**config.mk**
```make
export PLATFORM = sky130hd
export DESIGN_NAME = mode_code_pingpong_control
export DESIGN_NICKNAME = d
export VERILOG_FILES = /design/src/logic/mode_code_pkg.sv /design/src/logic/mode_code_pingpong_control.sv
export SDC_FILE = /design/constraint.sdc
export NUM_CORES = 1
export LEC_CHECK = 0
export ABC_AREA = 0
export BUFFER_PORTS_ARGS = -buffer_cell sky130_fd_sc_hd__buf_2
export CELL_PAD_IN_SITES_DETAIL_PLACEMENT = 1
export CELL_PAD_IN_SITES_GLOBAL_PLACEMENT = 2
export CORE_MARGIN = 2
export CORE_UTILIZATION = 19
export DETAILED_ROUTE_END_ITERATION = 10
export GPL_ROUTABILITY_DRIVEN = 0
export PLACE_DENSITY = 0.85
export SLEW_MARGIN = 25
export SYNTH_ARGS = -nofsm -noshare
export SYNTH_HDL_FRONTEND = slang
export SYNTH_SLANG_ARGS = --single-unit
```
**constraint.sdc**
```tcl
create_clock -name clk_sys -period 1.31 [get_ports clk_sys]
set_input_delay 0.131 -clock clk_sys [delete_from_list [all_inputs] [get_ports clk_sys]]
set_output_delay 0.131 -clock clk_sys [all_outputs]
set_load 0.02 [all_outputs]
```
**src/logic/mode_code_pkg.sv**
```systemverilog
// package: control word layout, reset values and message event carriers for the mode code block
package mode_code_pkg;

    localparam int             WORD_WIDTH          = 16;
    localparam int             BIT_PINGPONG_ENABLE = 2;
    localparam int             BIT_STOP_REQUEST    = 3;
    localparam int             BIT_PINGPONG_ACK    = 8;
    localparam int             BIT_BROADCAST       = 9;
    localparam int             BIT_NEXT_BUFFER     = 10;
    localparam logic [4:0]     BROADCAST_ADDRESS   = 5'h1f;
    localparam logic [15:0]    WORD_RESET          = 16'h0000;
    localparam logic [15:0]    HOST_WRITE_MASK     = 16'h000c;

    // one message event from the protocol engine
    typedef struct packed {
        logic       start;
        logic       done;
        logic       error_free;
        logic       valid;
        logic       transmit;
        logic [4:0] rt_address;
    } message_type;

    // control word as seen by the buffer logic
    typedef struct packed {
        logic use_pingpong;
        logic pointer_b;
    } buffer_select_type;

    typedef enum logic [1:0] {
        IDLE_STATE = 2'b01,
        BUSY_STATE = 2'b10
    } phase_type;

endpackage

```
**src/logic/mode_code_pingpong_control.sv**
```systemverilog
// mode code control word: broadcast flag and ping-pong handshake
`timescale 1ns/1ns

// Behaviour
// - set broadcast flag on valid broadcast transmit
// - broadcast invalid option blocks the flag
// - resets clear flag; host cannot write it
// - enable bit selects ping-pong or indexed
// - ack negated when stopped, asserted when active
// - stopped: indexed on selected pointer, no toggle
// - pointer selects A or B, toggles after success
module mode_code_pingpong_control
    import mode_code_pkg::*;
(
    // clock and resets
    input  wire logic                    clk_sys,
    input  wire logic                    reset,
    input  wire logic                    master_reset,
    input  wire logic                    software_reset,
    // configuration
    input  wire logic                    broadcast_invalid,
    // host access to the control word
    input  wire logic                    host_write,
    input  wire logic [WORD_WIDTH-1:0]   host_write_data,
    output logic      [WORD_WIDTH-1:0]   host_read_data,
    // message events for this mode code
    input  message_type                  message,
    output buffer_select_type            buffer_select
);

    // ------------------------------------------------------------
    // state
    // ------------------------------------------------------------
    logic      broadcast_received;
    logic      pingpong_enable;
    logic      stop_pingpong_request;
    logic      pingpong_ack;
    logic      next_buffer_select;
    phase_type phase;
    logic      message_stopped;

    // ------------------------------------------------------------
    // decoding
    // ------------------------------------------------------------
    wire logic any_reset      = reset | master_reset | software_reset;
    wire logic idle           = (phase == IDLE_STATE);
    wire logic is_broadcast   = (message.rt_address == BROADCAST_ADDRESS);
    wire logic broadcast_hit  = message.done & message.valid & message.transmit
                                & is_broadcast & ~broadcast_invalid;
    // stopped status is latched at message start so it holds across the message
    wire logic stopped_now    = pingpong_enable & ~pingpong_ack;
    wire logic toggle_pointer = message.done & message.error_free & ~phase[0]
                                & pingpong_enable & ~message_stopped;
    wire logic next_ack       = pingpong_enable & ~stop_pingpong_request;
    wire logic next_broadcast = broadcast_received | broadcast_hit;

    phase_type next_phase;
    always_comb
    begin
        case (phase)
            IDLE_STATE: next_phase = message.start ? BUSY_STATE : IDLE_STATE;
            BUSY_STATE: next_phase = message.done ? IDLE_STATE : BUSY_STATE;
            default:    next_phase = IDLE_STATE;
        endcase
    end

    // ------------------------------------------------------------
    // registers
    // ------------------------------------------------------------
    always_ff @(posedge clk_sys)
    begin
        if (any_reset)
        begin
            broadcast_received    <= WORD_RESET[BIT_BROADCAST];
            pingpong_enable       <= WORD_RESET[BIT_PINGPONG_ENABLE];
            stop_pingpong_request <= WORD_RESET[BIT_STOP_REQUEST];
            pingpong_ack          <= WORD_RESET[BIT_PINGPONG_ACK];
            next_buffer_select    <= WORD_RESET[BIT_NEXT_BUFFER];
            phase                 <= IDLE_STATE;
            message_stopped       <= 1'b0;
        end
        else
        begin
            broadcast_received <= next_broadcast;
            phase              <= next_phase;
            if (host_write)
            begin
                // host may rewrite only enable and stop request
                pingpong_enable       <= host_write_data[BIT_PINGPONG_ENABLE];
                stop_pingpong_request <= host_write_data[BIT_STOP_REQUEST];
            end
            if (idle & ~message.start)
                pingpong_ack <= next_ack;
            if (idle & message.start)
                message_stopped <= stopped_now;
            if (toggle_pointer)
                next_buffer_select <= ~next_buffer_select;
        end
    end

    // ------------------------------------------------------------
    // outputs
    // ------------------------------------------------------------
    always_ff @(posedge clk_sys)
    begin
        if (any_reset)
        begin
            host_read_data <= WORD_RESET;
            buffer_select  <= '0;
        end
        else
        begin
            host_read_data <= {5'h00, next_buffer_select, next_broadcast, pingpong_ack,
                               4'h0, stop_pingpong_request, pingpong_enable, 2'h0};
            buffer_select.use_pingpong <= pingpong_enable & ~stopped_now;
            buffer_select.pointer_b    <= next_buffer_select;
        end
    end

    // ------------------------------------------------------------
    // checks
    // ------------------------------------------------------------
    AST_BROADCAST_SET: assert property (@(posedge clk_sys) disable iff (any_reset)
        broadcast_hit |=> broadcast_received)
        else $error("broadcast flag not set");
    AST_BROADCAST_INVALID: assert property (@(posedge clk_sys) disable iff (any_reset)
        broadcast_invalid & ~broadcast_received |=> ~broadcast_received)
        else $error("broadcast flag set while invalid");
    AST_BROADCAST_HOLD: assert property (@(posedge clk_sys) disable iff (any_reset)
        broadcast_received |=> broadcast_received)
        else $error("broadcast flag lost without reset");
    AST_ACK_OFF: assert property (@(posedge clk_sys) disable iff (any_reset)
        idle & ~message.start & stop_pingpong_request |=> ~pingpong_ack)
        else $error("ack not negated on stop");
    AST_ACK_BUSY: assert property (@(posedge clk_sys) disable iff (any_reset)
        ~idle |=> $stable(pingpong_ack))
        else $error("ack changed during message");
    AST_NO_TOGGLE: assert property (@(posedge clk_sys) disable iff (any_reset)
        ~idle & message_stopped & message.done |=> $stable(next_buffer_select))
        else $error("pointer toggled while stopped");
    AST_TOGGLE: assert property (@(posedge clk_sys) disable iff (any_reset)
        toggle_pointer |=> next_buffer_select != $past(next_buffer_select))
        else $error("pointer did not toggle");
    AST_READBACK: assert property (@(posedge clk_sys) disable iff (any_reset)
        host_write ##1 ~host_write |=> host_read_data[BIT_PINGPONG_ENABLE]
            == $past(host_write_data[BIT_PINGPONG_ENABLE], 2))
        else $error("enable readback wrong");

    // ------------------------------------------------------------
    // checks: broadcast flag
    // ------------------------------------------------------------

    // any of the three resets must leave the flag clear
    AST_FLAG_RESET: assert property (@(posedge clk_sys)
        any_reset |=> ~broadcast_received)
        else $error("broadcast flag survived reset");

    // the flag only rises on an accepted broadcast transmit command
    AST_FLAG_QUIET: assert property (@(posedge clk_sys) disable iff (any_reset)
        ~broadcast_hit & ~broadcast_received |=> ~broadcast_received)
        else $error("broadcast flag set without command");

    // ------------------------------------------------------------
    // checks: handshake
    // ------------------------------------------------------------

    // a cleared stop request with ping-pong on must raise the ack
    AST_ACK_ON: assert property (@(posedge clk_sys) disable iff (any_reset)
        idle & ~message.start & pingpong_enable & ~stop_pingpong_request
        |=> pingpong_ack)
        else $error("ack not asserted on resume");

    // with indexed buffering selected the ack must stay low
    AST_ACK_ENABLE: assert property (@(posedge clk_sys) disable iff (any_reset)
        idle & ~message.start & ~pingpong_enable |=> ~pingpong_ack)
        else $error("ack asserted without enable");

    // host writes land in the stop request bit
    AST_STOP_WRITE: assert property (@(posedge clk_sys) disable iff (any_reset)
        host_write |=> stop_pingpong_request
            == $past(host_write_data[BIT_STOP_REQUEST]))
        else $error("stop request not stored");

    // the read word must carry the ack that was held a cycle ago
    AST_READ_ACK: assert property (@(posedge clk_sys) disable iff (any_reset)
        1'b1 |=> host_read_data[BIT_PINGPONG_ACK] == $past(pingpong_ack))
        else $error("ack readback wrong");

    // the phase must always hold exactly one state bit
    AST_PHASE_ONEHOT: assert property (@(posedge clk_sys) disable iff (any_reset)
        1'b1 |-> $onehot(phase))
        else $error("phase not one-hot");

    // ------------------------------------------------------------
    // checks: buffer selection
    // ------------------------------------------------------------

    // indexed mode never reports ping-pong buffering
    AST_INDEXED_MODE: assert property (@(posedge clk_sys) disable iff (any_reset)
        ~pingpong_enable |=> ~buffer_select.use_pingpong)
        else $error("ping-pong reported while disabled");

    // a suspended handshake forces single buffering
    AST_STOPPED_SINGLE: assert property (@(posedge clk_sys) disable iff (any_reset)
        stopped_now |=> ~buffer_select.use_pingpong)
        else $error("ping-pong reported while stopped");

    // the stopped status is captured at message start
    AST_STOP_LATCH: assert property (@(posedge clk_sys) disable iff (any_reset)
        idle & message.start |=> message_stopped == $past(stopped_now))
        else $error("stopped status not latched");

    // the pointer only moves on a counted completion
    AST_POINTER_HOLD: assert property (@(posedge clk_sys) disable iff (any_reset)
        ~toggle_pointer |=> $stable(next_buffer_select))
        else $error("pointer moved without completion");

    // the selected pointer reaches the buffer logic one cycle later
    AST_POINTER_OUT: assert property (@(posedge clk_sys) disable iff (any_reset)
        1'b1 |=> buffer_select.pointer_b == $past(next_buffer_select))
        else $error("pointer output wrong");

endmodule

```
# Word-level counts from Yosys, hierarchy flattened
# Cells that the tools add are included.
[totals]
register_bits = 26
latch_bits = 0
ramBits = 0
mem_bits_ro = 0
inputBits = 32
out_inout_bits = 18
elab_cells = 41
memories = 0
[classes]
addsub = 0
multipliers = 0
div_mod_pow = 0
n_lt_le_gt_ge = 0
eq_ne = 3
n_shift = 0
mux = 3
bitwise = 24
n_reduce_logical = 0
[ops]
columns = ["op", "count"]
rows = [
  ["bitwise AND 1 bit", 13],
  ["inverter 1 bit", 8],
  ["equality test 5 bit, second input constant", 1],
  ["2-to-1 mux 2 bit", 2],
  ["one-hot mux 2 bit (2 select lines)", 1],
  ["OR 1 bit", 3],
  ["equality test 2 x 1 -> 1 bit, second input constant", 1],
  ["equality test 2 bit, second input constant", 1],
]

# Logic depth before layout (Yosys ltp)
[logic_depth]
depth_word = 5
mapped_depth = 5
mapped_depth_nobuf = 5

# Least setup slack after synthesis
# Ideal clock, no wire load.
[synth_timing]
path_kind = "reg2reg"
from = "reg phase[1]"
to = "reg pingpong_ack"
setup_ps = 64
arrival_time_ps = 892
t_required_ps = 1246
slack_ps = 354
path_stages_with_launch = 6
n_path_buf = 0
period_less_slack_ps = 956
cell_sequence = "dfxtp_1 inv_1 ha_1 nor4bb_1 a21oi_1 nor2_1"
[synth_via]
elab_chain_len = 2
[synth_lines]
columns = ["element", "line_no", "text"]
rows = [
  ["from (decl)", "mode_code_pingpong_control.sv:39", "phase_type phase;"],
  ["from (signal assigned)", "mode_code_pingpong_control.sv:85", "phase <= next_phase;"],
  ["equality test 2 x 1 -> 1 bit", "mode_code_pingpong_control.sv:46", "wire logic idle = (phase == IDLE_STATE);"],
  ["bitwise AND 1 bit", "mode_code_pingpong_control.sv:92", "if (idle & ~message.start)"],
  ["to (signal assigned)", "mode_code_pingpong_control.sv:77", "pingpong_ack <= WORD_RESET[BIT_PINGPONG_ACK];"],
  ["to (signal assigned)", "mode_code_pingpong_control.sv:93", "pingpong_ack <= next_ack;"],
  ["to (decl)", "mode_code_pingpong_control.sv:37", "logic pingpong_ack;"],
]
# No other way between the ends.
# A chain may end at the register's enable or synchronous reset.

# Worst setup path in the final report
# Ends and elaborated chain as after synthesis.

==> results.cfg <==
[yosys]
ys_ff_latch = 13
yosys_most_used_dff = sky130_fd_sc_hd__dfxtp_1
share_of_the_synthesized_area_in_the_top_cell_type_pct = 42.54
async_flop_share_pct = 0
ys_seq_area_share_pct = 42.54
synth_enable_flop_cells = 0
synth_cells = 64
yosysWarningCount = 0
yosys-top-cells-area = sky130_fd_sc_hd__dfxtp_1 (43%), sky130_fd_sc_hd__buf_4 (16%), sky130_fd_sc_hd__and2_1 (4.1%)
post_synth.cell_area_avg_um2 = 9.560
synth.cell_area_um2 = 611.8
number_of_different_library_cells_in_the_post_synthesis_netlist = 25
synthTopCellsByCount = sky130_fd_sc_hd__buf_4 (13), sky130_fd_sc_hd__dfxtp_1 (13), sky130_fd_sc_hd__and2_1 (4), sky130_fd_sc_hd__nand2_1 (3), sky130_fd_sc_hd__nor2_1 (3)
synth.largest_area_cell = sky130_fd_sc_hd__dfxtp_1

[worst_setup_path]
crit_path_end_kind = flop
worst_r2r_endpoint = pingpong_ack
crit_path_cell_trace = inv_1, ha_1, nor4bb_1, a21oi_1, nor2_1
worstReg2RegStart = phase[1]
timing.critical_path.max_delay_family = simple AND/OR/NAND/NOR gates
cp_slowest_cell = sky130_fd_sc_hd__dfxtp_1
setup.worst_path.class = reg2reg
timing.reg2reg.setup_slack_ps = 200
required_ps = 1510
critPathLaunchType = flop
timing.critical_path.buf_inv = 1
critPathMaxStageDelay_ps = 320
r2r_cells = 5
critical_path_arrival_ps = 1300
cp_max_fo = 4

[hold_path]
min-delay-path-class = in2reg
holdPathEnd = pingpong_enable
cell_depth_of_the_worst_hold_path = 3
hold_path.startpoint = host_write_data[2]

[placed_design]
post_place_setup_slack_ps = 219.9
place.port_buffers = 24
placement.cell_area_um2 = 723.2
detailedPlacementHpwl_um = 1010
placed_cells = 129

[drt]
detailroute.via_count = 470
drt-vias-per-instance = 3.534
wl_per_cell_um = 8.511
routed_wirelength_um = 1132
detailedRoute.firstPassIterationCount = 4
detailedRoute.firstIterationViolations = 2
route.antenna.remaining_nets = 0
post-route-drc-count = 0

[die]
core.rowCount = 20
die_w_um = 60.75
floorplan.io_pins = 50
fp.coreArea_um2 = 3053
chipHeight_um = 60.75
design.die.area_um2 = 3690
floorplan.initialDensity_pct = 20.04

[clock_tree]
numCtsBuffers = 3
clkLatencyLatePin_ps = 260
cts.hold.buffers_added = 0
clock_tree_from_tritoncts = yes
cts_num_sinks = 13
postCtsSetupBuffers = 0
cts.clk_slew.worst_paths_ps = 80
quantity_of_gates_resized_following_cts = 0
htree_levels = 1
root_buffer = sky130_fd_sc_hd__clkbuf_4
clockBufferDepth = 2

[sta]
period_minus_slack_ps = 1105
finClkSkew_ps = 4.568
grt_setup_unrepaired = no
max_freq_mhz = 904.9
layout_setup_ws_ps = 204.9
final.hold.worst_slack_ps = 116.6
final_max_slew_viol_count = 0
final.setup.tns_ps = 0
hold_viol_final = 0
period_share_pct = 84.36
setup_viol = 0

[cells_and_area]
design_area_um2 = 749.5
share_of_post_route_cells_with_drive_strength_above_1_pct = 34.83
fin_cells = 133
final_core_utilization_pct = 24.55
antenna_cells_inserted = 0
num-nets-final = 124
area_delta_synth_final_pct = 22.49
layout.filler_cells = 379

[grt]
grt_antenna_before_repair = 0
grt_util_all_layers_pct = 6.181
first_global_vias = 437
grt_start_max_net_pins = 8
grt_first_pass_wirelength_um = 1690
grt-ovfl-total = 0

[pwr]
power_density_nw_per_um2 = 960.8
static-leakage-power_nw = 0.3558
p_total_mw = 0.7201
vdd.ir_drop.worst_mv = 0.2061

[outcome]
status = finished, final reports clean

[run]
maxCapViolCount = 0
[where the power goes]
| part | total [mW] | internal (mW) | switching (mW) |
|---|---|---|---|
| Clock | 0.234 | 0.118 | 0.117 |
| Combinational | 0.0849 | 0.0313 | 0.0536 |
| Sequential | 0.401 | 0.398 | 0.00264 |
[worst max-delay path by stage]
stage	start	endpoint	slack [ps]	cells past startpoint
3_3_place_gp	master_reset	phase[0]	250	4
6_report	phase[1]	pingpong_ack	200	5
2_1_floorplan	phase[1]	pingpong_ack	350	5
4_1_cts	phase[1]	pingpong_ack	180	5
3_5_place_dp	phase[1]	pingpong_ack	220	5
5_1_grt	phase[0]	pingpong_ack	70	4
[placed cells by master, fill, tap and decap left out, drive strengths merged]
cell,instances
buf,25
dfxtp,13
conb,11
and2,4
nor2,4
clkbuf,4
nand2,3
a21oi,3
inv,2
or3,2
mux2i,2
nand2b,2
nand4b,2
nand3,2
ha,2
nor3,1
nor4bb,1
o21ai,1
a211oi,1
and3,1
nand4,1
nor4b,1
o21a,1
[logic make-up (layout without fill, tap and decap cells)]
logic type / count (synthesis) / count (layout) / share of synthesized area [%]
DFF: 13 / 13 / 42.54
AOI/OAI and AO/OA: 6 / 6 / 7.157
adders and majority gates: 2 / 2 / 4.089
buffers and inverters: 16 / 31 / 19.02
other: 1 / 11 / 0.6129
muxes: 2 / 2 / 3.272
and+or+nand+nor: 24 / 24 / 23.31
[registers in the layout (all words and copies together), names as in the netlist]
| register | cells |
|---|---|
| pingpong_ack | 1 |
| phase | 2 |
| host_read_data | 5 |
| message_stopped | 1 |
| buffer_select | 1 |
| stop_pingpong_request | 1 |
| pingpong_enable | 1 |
| next_buffer_select | 1 |
[final cells by class]
cell class | instances | area [um2] | share of cell area [%]
multi-input cells | 45 | 272.8 | 36.39
inverters | 2 | 7.507 | 1.002
flip-flops and latches | 13 | 260.3 | 34.72
well taps | 44 | 55.05 | 7.346
clock buffers | 4 | 26.28 | 3.506
repair buffers | 25 | 127.6 | 17.03
[worst reg2reg max path: cells and delay by family (launching register included)]
kind                       cells  cell delay [ps]
DFF                            1              320
adders and majority gates      1              200
buffers and inverters          1               50
and+or+nand+nor                2              390
AOI/OAI and AO/OA              1               70
[routing by layer]
metal  up-vias  wire [um]  GRT usage (%)
met5         -          0              0
met4         0          6          3.727
met3         2         75          1.706
met2        13        626          11.98
met1       213        423          5.592
li1        242          -              -
Power figures use the tool's default switching activity.
